## src/fsr_pkg.sv

```systemverilog
// Package with offsets, field positions, reset values and types of the status and output registers
package fsr_pkg;

    // Register offsets on the 3-bit host address
    localparam logic [2:0] OFS_STATUS_A = 3'h0;
    localparam logic [2:0] OFS_STATUS_B = 3'h1;
    localparam logic [2:0] OFS_OUTPUT_CONTROL = 3'h2;
    localparam logic [2:0] OFS_DIGITAL_INPUT = 3'h7;

    // Output control field positions
    localparam int OC_SEL_LO = 0;
    localparam int OC_SEL_HI = 1;
    localparam int OC_SOFT_RESET_N = 2;
    localparam int OC_DMA_GATE = 3;
    localparam int OC_MOTOR_LO = 4;
    localparam int OC_MOTOR_HI = 7;

    // Reset values
    localparam logic [7:0] OUTPUT_CONTROL_RST = 8'h00;
    localparam logic [7:0] STATUS_A_RST = 8'h09;
    localparam logic [7:0] STATUS_B_EXT_RST = 8'hc0;
    localparam logic [7:0] STATUS_B_CMP_RST = 8'h63;
    localparam logic [1:0] EXT_RESERVED = 2'h3;

    // Soft reset least duration
    localparam int SOFT_RESET_MIN_NS = 100;
    localparam int CLK_PERIOD_PS = 4000;

    // Pin input synchroniser depth
    localparam int SYNC_STAGES = 3;

    // Interface modes, coded as {mfm, ident}
    typedef enum logic [1:0] {
        FSR_MODE_COMPACT = 2'b00,
        FSR_MODE_EXTENDED = 2'b10,
        FSR_MODE_BASIC = 2'b11
    } fsr_mode_e;

    // Asynchronous drive and DMA pins sampled by the block
    typedef struct packed {
        logic index_in;
        logic track_zero_in;
        logic write_protect_in;
        logic second_drive_present_low;
        logic read_data_in;
        logic dma_ack_low;
        logic term_count_in;
    } fsr_pins_s;

    localparam int PIN_COUNT = $bits(fsr_pins_s);

    // Drive-side signals from the command engine on the same clock
    typedef struct packed {
        logic step_out;
        logic step_inward;
        logic head_side_select;
        logic write_gate;
        logic write_data;
        logic dma_req;
        logic fdc_irq;
    } fsr_engine_s;

    // Configuration bits
    typedef struct packed {
        logic [1:0] iface_mode;
        logic external_decode_sel;
        logic swap_drives;
        logic force_write_protect;
    } fsr_cfg_s;

endpackage : fsr_pkg

```

## src/fsr_regs.sv

```systemverilog
// Floppy status registers, output control register and drive select decode
//
// Behaviour
// - Compact status A bit 0: 0 inward, 1 outward step, resets to 1.
// - Compact status A bit 1 is write protect, or forced protect setting.
// - Compact status A: bit 3 inverted head side, bit 2 index, bit 4 track zero.
// - Compact status A bit 5 latches step; cleared by input register read or reset.
// - Compact status A bit 6 shows DMA request, bit 7 interrupt; reset 0.
// - Basic mode leaves data bus undriven on status A or B reads.
// - Extended status B bits 0,1 mirror motors 0,1; hardware reset only.
// - Extended status B: bit 2 write gate, bits 3,4 toggle on data edges.
// - Extended status B bit 5 mirrors output control bit 0.
// - Extended status B bits 6 and 7 always read one.
// - Compact status B shows drive selects active low and second drive present.
// - Compact status B bit 2 latches write gate rise, cleared by input read.
// - Compact status B bits 3,4 latch read and write data falling edges.
// - Output control bits 0,1 encode the one selected drive of four.
// - Output control bit 2 low holds soft reset; only the status A step latch clears.
// - Soft reset lasts at least 100 ns even for back-to-back writes.
// - Basic and compact: bit 3 gates DMA and interrupt pins; reset 0.
// - Extended mode keeps DMA and interrupt pins enabled, even in reset.
// - Output control bits 4 to 7 drive motor outputs 0 to 3.
// - Output control is read/write, hardware reset clears, soft reset keeps.
// - Configuration picks internal or external select decode, and drive swap.
// - Internal decode drives select 0 or 1 low with its motor bit.
`timescale 1ns/1ps

module fsr_regs #(
    parameter int CLK_PERIOD_PS = fsr_pkg::CLK_PERIOD_PS,
    parameter int SOFT_RESET_MIN_NS = fsr_pkg::SOFT_RESET_MIN_NS
) (
    input wire logic clk,
    input wire logic arst_n,
    input wire logic [2:0] io_addr,
    input wire logic io_rd,
    input wire logic io_wr,
    input wire logic [7:0] io_wdata,
    output logic [7:0] io_rdata,
    output logic io_rdata_oe,
    input wire fsr_pkg::fsr_cfg_s cfg,
    input wire fsr_pkg::fsr_pins_s pins,
    input wire fsr_pkg::fsr_engine_s engine,
    output logic soft_reset_n,
    output logic [3:0] drive_sel_out,
    output logic [3:0] motor_out,
    output logic drive_sel_pin0_low,
    output logic drive_sel_pin1_low,
    output logic motor_pin0_low,
    output logic motor_pin1_low,
    output logic dma_req_pin,
    output logic dma_req_oe,
    output logic fdc_irq_out,
    output logic fdc_irq_oe,
    output logic dma_ack_gated_low,
    output logic term_count_gated,
    output logic dma_gate_enable
);

    localparam int SRST_CYC_RAW = (SOFT_RESET_MIN_NS * 1000 + CLK_PERIOD_PS - 1) / CLK_PERIOD_PS;
    localparam int SRST_CYC = (SRST_CYC_RAW < 1) ? 1 : SRST_CYC_RAW;
    localparam logic [7:0] SRST_CNT_LOAD = 8'(SRST_CYC);

    if (SRST_CYC > 255 || CLK_PERIOD_PS < 1) begin : g_bad_timing
        $error("fsr_regs: soft reset count does not fit its counter");
    end

    // Pin synchronisers: three stages, value taken once stages two and three agree
    logic [fsr_pkg::PIN_COUNT-1:0] pin_raw;
    logic [fsr_pkg::PIN_COUNT-1:0] pin_filt_q;
    fsr_pkg::fsr_pins_s pin_f;

    assign pin_raw = pins;

    for (genvar i = 0; i < fsr_pkg::PIN_COUNT; i++) begin : g_sync
        logic [fsr_pkg::SYNC_STAGES-1:0] stg_q;
        always_ff @(posedge clk or negedge arst_n) begin
            if (!arst_n) begin
                stg_q <= '0;
            end else begin
                stg_q <= {stg_q[fsr_pkg::SYNC_STAGES-2:0], pin_raw[i]};
            end
        end
        always_ff @(posedge clk or negedge arst_n) begin
            if (!arst_n) begin
                pin_filt_q[i] <= 1'b0;
            end else if (stg_q[1] == stg_q[2]) begin
                pin_filt_q[i] <= stg_q[2];
            end
        end
    end

    assign pin_f = pin_filt_q;

    // Mode and host strobes
    fsr_pkg::fsr_mode_e mode;
    logic mode_basic;
    logic mode_ext;
    logic mode_cmp;
    logic wr_oc;
    logic rd_dir;

    always_comb begin
        unique case (cfg.iface_mode)
            2'b00: mode = fsr_pkg::FSR_MODE_COMPACT;
            2'b10: mode = fsr_pkg::FSR_MODE_EXTENDED;
            2'b11: mode = fsr_pkg::FSR_MODE_BASIC;
            default: mode = fsr_pkg::FSR_MODE_BASIC;
        endcase
    end

    assign mode_basic = (mode == fsr_pkg::FSR_MODE_BASIC);
    assign mode_ext = (mode == fsr_pkg::FSR_MODE_EXTENDED);
    assign mode_cmp = (mode == fsr_pkg::FSR_MODE_COMPACT);
    assign wr_oc = io_wr && (io_addr == fsr_pkg::OFS_OUTPUT_CONTROL);
    assign rd_dir = io_rd && (io_addr == fsr_pkg::OFS_DIGITAL_INPUT);

    // Output control register, hardware reset only
    logic [7:0] oc_q;

    always_ff @(posedge clk or negedge arst_n) begin
        if (!arst_n) begin
            oc_q <= fsr_pkg::OUTPUT_CONTROL_RST;
        end else if (wr_oc) begin
            oc_q <= io_wdata;
        end
    end

    // Soft reset stretch so that a clear then set pair still lasts long enough
    logic [7:0] srst_cnt_q;

    always_ff @(posedge clk or negedge arst_n) begin
        if (!arst_n) begin
            srst_cnt_q <= SRST_CNT_LOAD;
        end else if (wr_oc && !io_wdata[fsr_pkg::OC_SOFT_RESET_N]) begin
            srst_cnt_q <= SRST_CNT_LOAD;
        end else if (srst_cnt_q != 8'h00) begin
            srst_cnt_q <= srst_cnt_q - 8'h01;
        end
    end

    logic soft_rst;
    assign soft_rst = !oc_q[fsr_pkg::OC_SOFT_RESET_N] || (srst_cnt_q != 8'h00);

    always_ff @(posedge clk or negedge arst_n) begin
        if (!arst_n) begin
            soft_reset_n <= 1'b0;
        end else begin
            soft_reset_n <= !soft_rst;
        end
    end

    // Logical drive select and motor outputs
    logic [1:0] sel;
    logic [3:0] mot;
    assign sel = oc_q[fsr_pkg::OC_SEL_HI:fsr_pkg::OC_SEL_LO];
    assign mot = oc_q[fsr_pkg::OC_MOTOR_HI:fsr_pkg::OC_MOTOR_LO];

    always_ff @(posedge clk or negedge arst_n) begin
        if (!arst_n) begin
            drive_sel_out <= 4'h0;
            motor_out <= 4'h0;
        end else begin
            drive_sel_out <= 4'h1 << sel;
            motor_out <= mot;
        end
    end

    // Pin decode with optional swap of drives 0 and 1
    logic [1:0] eff_sel;
    logic [3:0] eff_mot;
    assign eff_sel = sel ^ {1'b0, cfg.swap_drives & ~sel[1]};
    assign eff_mot = cfg.swap_drives ? {mot[3], mot[2], mot[0], mot[1]} : mot;

    always_ff @(posedge clk or negedge arst_n) begin
        if (!arst_n) begin
            drive_sel_pin0_low <= 1'b1;
            drive_sel_pin1_low <= 1'b1;
            motor_pin0_low <= 1'b1;
            motor_pin1_low <= 1'b1;
        end else if (cfg.external_decode_sel) begin
            drive_sel_pin0_low <= eff_sel[0];
            drive_sel_pin1_low <= eff_sel[1];
            motor_pin0_low <= !eff_mot[eff_sel];
            motor_pin1_low <= 1'b1;
        end else begin
            drive_sel_pin0_low <= !((eff_sel == 2'h0) && eff_mot[0]);
            drive_sel_pin1_low <= !((eff_sel == 2'h1) && eff_mot[1]);
            motor_pin0_low <= !eff_mot[0];
            motor_pin1_low <= !eff_mot[1];
        end
    end

    // DMA and interrupt gating
    logic gate_en;
    assign gate_en = mode_ext || oc_q[fsr_pkg::OC_DMA_GATE];

    always_ff @(posedge clk or negedge arst_n) begin
        if (!arst_n) begin
            dma_req_pin <= 1'b0;
            fdc_irq_out <= 1'b0;
            dma_ack_gated_low <= 1'b1;
            term_count_gated <= 1'b0;
        end else begin
            dma_req_pin <= engine.dma_req;
            fdc_irq_out <= engine.fdc_irq;
            dma_ack_gated_low <= pin_f.dma_ack_low || !gate_en;
            term_count_gated <= pin_f.term_count_in && gate_en;
        end
    end

    assign dma_req_oe = gate_en;
    assign fdc_irq_oe = gate_en;
    assign dma_gate_enable = oc_q[fsr_pkg::OC_DMA_GATE];

    // Edge detection on engine strobes and synchronised read data
    logic step_d1_q;
    logic write_gate_d1_q;
    logic wdata_d1_q;
    logic rdata_d1_q;
    logic step_rise;
    logic write_gate_rise;
    logic wdata_fall;
    logic rdata_fall;

    always_ff @(posedge clk or negedge arst_n) begin
        if (!arst_n) begin
            step_d1_q <= 1'b0;
            write_gate_d1_q <= 1'b0;
            wdata_d1_q <= 1'b0;
            rdata_d1_q <= 1'b0;
        end else begin
            step_d1_q <= engine.step_out;
            write_gate_d1_q <= engine.write_gate;
            wdata_d1_q <= engine.write_data;
            rdata_d1_q <= pin_f.read_data_in;
        end
    end

    assign step_rise = engine.step_out && !step_d1_q;
    assign write_gate_rise = engine.write_gate && !write_gate_d1_q;
    assign wdata_fall = !engine.write_data && wdata_d1_q;
    assign rdata_fall = !pin_f.read_data_in && rdata_d1_q;

    // Compact latches: set wins over the clearing read
    logic step_ff_q;
    logic write_gate_ff_q;
    logic rdata_ff_q;
    logic wdata_ff_q;

    always_ff @(posedge clk or negedge arst_n) begin
        if (!arst_n) begin
            step_ff_q <= 1'b0;
        end else if (step_rise) begin
            step_ff_q <= 1'b1;
        end else if (rd_dir || soft_rst) begin
            step_ff_q <= 1'b0;
        end
    end

    always_ff @(posedge clk or negedge arst_n) begin
        if (!arst_n) begin
            write_gate_ff_q <= 1'b0;
            rdata_ff_q <= 1'b0;
            wdata_ff_q <= 1'b0;
        end else begin
            write_gate_ff_q <= write_gate_rise || (write_gate_ff_q && !rd_dir);
            rdata_ff_q <= rdata_fall || (rdata_ff_q && !rd_dir);
            wdata_ff_q <= wdata_fall || (wdata_ff_q && !rd_dir);
        end
    end

    // Extended toggles
    logic rdata_tog_q;
    logic wdata_tog_q;

    always_ff @(posedge clk or negedge arst_n) begin
        if (!arst_n) begin
            rdata_tog_q <= 1'b0;
            wdata_tog_q <= 1'b0;
        end else begin
            rdata_tog_q <= rdata_tog_q ^ rdata_fall;
            wdata_tog_q <= wdata_tog_q ^ wdata_fall;
        end
    end

    // Status views
    logic [7:0] sta_cmp;
    logic [7:0] sta_ext;
    logic [7:0] stb_ext;
    logic [7:0] stb_cmp;
    logic wp_eff;

    assign wp_eff = pin_f.write_protect_in || cfg.force_write_protect;

    always_comb begin
        sta_cmp = {engine.fdc_irq, engine.dma_req, step_ff_q, pin_f.track_zero_in,
                   !engine.head_side_select, pin_f.index_in, wp_eff,
                   !engine.step_inward};
        sta_ext = {engine.fdc_irq, pin_f.second_drive_present_low, engine.step_out,
                   !pin_f.track_zero_in, engine.head_side_select, !pin_f.index_in,
                   !wp_eff, engine.step_inward};
        stb_ext = {fsr_pkg::EXT_RESERVED, oc_q[fsr_pkg::OC_SEL_LO], wdata_tog_q,
                   rdata_tog_q, engine.write_gate, mot[1], mot[0]};
        stb_cmp = {pin_f.second_drive_present_low, !drive_sel_out[1], !drive_sel_out[0],
                   wdata_ff_q, rdata_ff_q, write_gate_ff_q,
                   !drive_sel_out[3], !drive_sel_out[2]};
    end

    // Host read port: data and enable one cycle after the strobe
    logic [7:0] rd_d;
    logic rd_oe_d;

    always_comb begin
        rd_d = 8'h00;
        rd_oe_d = 1'b0;
        if (io_rd) begin
            unique case (io_addr)
                fsr_pkg::OFS_STATUS_A: begin
                    rd_d = mode_cmp ? sta_cmp : sta_ext;
                    rd_oe_d = !mode_basic;
                end
                fsr_pkg::OFS_STATUS_B: begin
                    rd_d = mode_cmp ? stb_cmp : stb_ext;
                    rd_oe_d = !mode_basic;
                end
                fsr_pkg::OFS_OUTPUT_CONTROL: begin
                    rd_d = oc_q;
                    rd_oe_d = 1'b1;
                end
                default: begin
                    rd_d = 8'h00;
                    rd_oe_d = 1'b0;
                end
            endcase
        end
    end

    always_ff @(posedge clk or negedge arst_n) begin
        if (!arst_n) begin
            io_rdata <= 8'h00;
            io_rdata_oe <= 1'b0;
        end else begin
            io_rdata <= rd_d;
            io_rdata_oe <= rd_oe_d;
        end
    end

endmodule : fsr_regs

```

## config.mk

```make
export PLATFORM = sky130hd
export DESIGN_NAME = fsr_regs
export DESIGN_NICKNAME = d
export VERILOG_FILES = /design/src/fsr_pkg.sv /design/src/fsr_regs.sv
export SDC_FILE = /design/constraint.sdc
export NUM_CORES = 1
export LEC_CHECK = 0
export BUFFER_PORTS_ARGS = -buffer_cell sky130_fd_sc_hd__buf_4
export CAP_MARGIN = 5
export CORE_UTILIZATION = 49
export CTS_CLUSTER_DIAMETER = 60
export DETAILED_ROUTE_END_ITERATION = 8
export PLACE_DENSITY = 0.79
export SLEW_MARGIN = 30
export SYNTH_ARGS = -nofsm -noshare
export SYNTH_HDL_FRONTEND = slang
export SYNTH_SLANG_ARGS = --single-unit
```

## constraint.sdc

```tcl
create_clock -name clk -period 1.6 [get_ports clk]
set_input_delay 0.32 -clock clk [delete_from_list [all_inputs] [get_ports clk]]
set_output_delay 0.32 -clock clk [all_outputs]
set_load 0.02 [all_outputs]
```

==> results.rst <==
.. list-table::
   :header-rows: 1

   * - Metric
     - Value
   * - Outcome
     - complete, no violations
   * - Share of the yosys chip area belonging to registers
     - 64.3%
   * - Asr flop ratio synth
     - 100%
   * - Initial antenna violation count
     - 0
   * - I/O pins
     - 63
   * - Measured slew at the worst slew-check pin
     - about 0.47 ns
   * - Leading cell types in the layout, fill and taps excluded
     - 78 x buf_4, 72 x dfrtp_1, 15 x o21ai_0, 14 x nand2_1, 11 x nor3_1
   * - Post-synthesis area per instance
     - roughly 12 um^2
   * - H-Tree Level Count
     - 3
   * - Clock root cell
     - clkbuf_8
   * - Initial Utilization
     - 51.9%
   * - Maximum number of pins on one net before global-route repair
     - 39
   * - Fin Clk Skew
     - 0.00697 ns
   * - Number of buffers created by CTS
     - 9
   * - Class of the worst hold path
     - in2reg
   * - Net count after synthesis
     - 291
   * - Sequential cell area
     - ~2000 um^2
   * - Accumulated negative setup slack
     - 0 ns
   * - Count of max-cap constraint violations
     - 0
   * - Clock Pin Slew Worst Setup and Hold Paths
     - approximately 0.070 ns
   * - Commonest non-fill, non-tap cell in the layout
     - buf_4
   * - Setup crit start kind
     - flop
   * - Die height
     - a little over 80 um
   * - Final hold violations
     - 0
   * - Maximum clock insertion buffer count
     - 2
   * - Diodes inserted
     - 0
   * - Fraction of layout instances using a drive strength above 1
     - 36.4%
   * - Vias per inst
     - 5.53
   * - GRT Util Overall
     - 21.5%
   * - Number of max-slew violations in the final report
     - 0
   * - Net total in the final layout
     - around 370
   * - Largest area contributor in the netlist
     - dfrtp_1
   * - Final hold slack
     - 0.0768 ns
   * - Placement row count
     - 28
   * - Vias in the first global route
     - 2,180
   * - Part of the cycle the worst path needs
     - 98.2%
   * - Synth Cell Area
     - 3130 um^2
   * - Global-route wire length before repair
     - 10.5 mm
   * - Rel. slew slack
     - 68.6%
   * - Dominant cells by area after synthesis
     - dfrtp_1 58%, dfstp_2 6.7%, o21ai_0 2.4%
   * - Die extent in x
     - between 80 and 90 um
   * - DRT Pass-1 Iters
     - 4
   * - DRT antenna net count
     - 0
   * - Pre-CTS WS
     - -0.00491 ns
   * - Core area
     - approximately 6000 um^2
   * - Detailed placer's ending HPWL
     - 4.66 mm
   * - Post-synth top flop
     - dfrtp_1
   * - Clock sink count
     - 80
   * - Required @ worst endpoint
     - 1.88 ns
   * - Upper clock frequency limit
     - 636 MHz
   * - Worst Slack Setup Final
     - between 0.02 and 0.03 ns
   * - Die footprint
     - ~6700 um^2
   * - CTS tree
     - built
   * - Crit path capture type
     - flop
   * - Post-layout min period
     - 1.57 ns
   * - Static power due to leakage
     - 1.80 nW
   * - Wirelength per Cell
     - 15.7 um
   * - Total number of vias
     - 2,282
   * - Total DRC errors in the routed layout
     - 0
   * - Portion of synthesized cell area occupied by the leading cell type
     - 57.6%
   * - Number of enable-type register cells in the synthesized netlist
     - 0
   * - Clock latency on the worst-skew pair
     - 0.35 ns
   * - Count of endpoints failing setup in the final report
     - 0
   * - Number of filler instances in the final layout
     - approximately 470
   * - Port bufs
     - 62
   * - Routability congestion estimate
     - 0.837
   * - Area used by multi-input combinational logic
     - ~1100 um^2
   * - Area growth from synthesis to layout
     - 28.1%
   * - Number of placed instances with taps included
     - between 300 and 400
   * - Power density of the placed cells
     - 1380 nW/um^2
   * - Sum of routed wire length over all layers
     - 6.49 mm
   * - Critical Path AT
     - 1.85 ns
   * - Unrepaired setup endpoints after global routing
     - true
   * - Library cells used by synthesis
     - 45
   * - Yosys warning total
     - 0
   * - Maximum fanout encountered on the critical timing path
     - 3
   * - FF+latch count, synth
     - 80
   * - Non-filler instance count after layout
     - 413
   * - Peak supply drop
     - 0.000788 V
   * - Detailed Route Iter0 Violations
     - 99
   * - Congestion Overflow GR
     - 0
   * - Syn Inst Count
     - ~260
   * - Path type of the worst setup path
     - reg2reg
## registers in the layout, summed over array words and instances (netlist names), 4 cells and up
register / flops
pin_f: 7
motor_out: 4
srst_cnt_q: 8
oc_q: 8
drive_sel_out: 4
io_rdata: 8
g_sync.stg_q: 21
## cells by family (layout without fill, tap and decap cells)
| family | count (synthesis) | in the layout | share of synthesized area, % |
|---|---|---|---|
| adders and majority gates | 9 | 9 | 3.04 |
| AOI/OAI and AO/OA | 62 | 62 | 13.1 |
| DFF | 80 | 80 | 64.3 |
| buffers and inverters | 25 | 108 | 3.40 |
| xor gates and xnor gates | 2 | 2 | 0.560 |
| and+or+nand+nor | 67 | 67 | 12.1 |
| muxes | 10 | 10 | 3.44 |
## layer usage
layer  routed length [um]  part of all wire (%)  vias to the layer above  GRT usage [%]
met5                    0                     0                        -              0
met4                   64                  0.99                        0           6.84
met3                  340                   5.2                        6           7.33
met2                 3140                    48                       62           32.1
met1                 2950                    45                     1139           29.6
li1                     -                     -                     1075              -
## cell usage after synthesis (all sizes together) (3+ instances only)
cell type / count
nor3: 11
nand3: 5
a21oi: 14
o21ai: 15
o21a: 4
mux2i: 4
dfstp: 8
buf: 3
o211ai: 3
nor2: 4
mux2: 6
inv: 12
or4: 5
clkbuf: 10
nand2: 14
o32ai: 6
or2: 3
dfrtp: 72
o31ai: 3
a211oi: 5
nor2b: 7
nand2b: 8
maj3: 7
## where the power goes
group | switching, mW | internal [mW] | total, mW | leakage (nW)
Clock | 0.663 | 0.717 | 1.38 | 0.0904
Combinational | 0.748 | 0.718 | 1.47 | 0.754
Sequential | 0.276 | 2.39 | 2.67 | 0.954
## path summary, 6_finish.rpt
path | start | slack [ns] | end | depth (start not counted)
max | srst_cnt_q[0] | 0.03 | srst_cnt_q[6] | 5
min | pins[6] | 0.08 | g_sync[6].stg_q[0] | 1
max reg2reg | srst_cnt_q[0] | 0.03 | srst_cnt_q[6] | 5
min reg2reg | g_sync[2].stg_q[0] | 0.35 | g_sync[2].stg_q[1] | 0
max in group asynchronous | arst_n | 0.55 | motor_pin1_low | 3
min in group asynchronous | arst_n | 0.47 | srst_cnt_q[6] | 2
## worst max-delay path, stage by stage, from the launching register on
cell and delay [ns]:
dfstp_2 0.54, inv_2 0.06, ha_4 0.16, nor3b_4 0.15, or4_1 0.49, a21oi_2 0.12
## final cells by class
cell class / count / share of cell area (%)
Inverter: 12 / 1.12
Tap cell: 75 / 2.34
Sequential cell: 80 / 50.2
Clock inverter: 4 / 1.19
Multi-Input combinational cell: 150 / 26.4
Timing Repair Buffer: 80 / 15.4
Clock buffer: 12 / 3.37
## metrics by stage
| stage | power, mW | area, um^2 | util [%] |
|---|---|---|---|
| 2_1_floorplan | 3.52 | 3160 | - |
| 3_3_place_gp | 4.03 | 3790 | 62.9 |
| 3_5_place_dp | 4.11 | 3790 | 62.9 |
| 4_1_cts | 5.53 | 3990 | 66.2 |
| 5_1_grt | 5.81 | 4010 | 66.5 |
| 6_report | 5.51 | 4010 | 66.5 |
## timing repair
| action | in CTS | in global routing |
|---|---|---|
| pin swaps | 0 | 2 |
| gates cloned | 0 | 0 |
| hold buffers | 1 | 0 |
| setup buffers | 1 | 0 |
| setup endpoints to repair | 2 | 7 |
| resized for setup | 0 | 5 |
| hold endpoints to repair | 31 | 0 |
(Power assumes the default switching activity.)
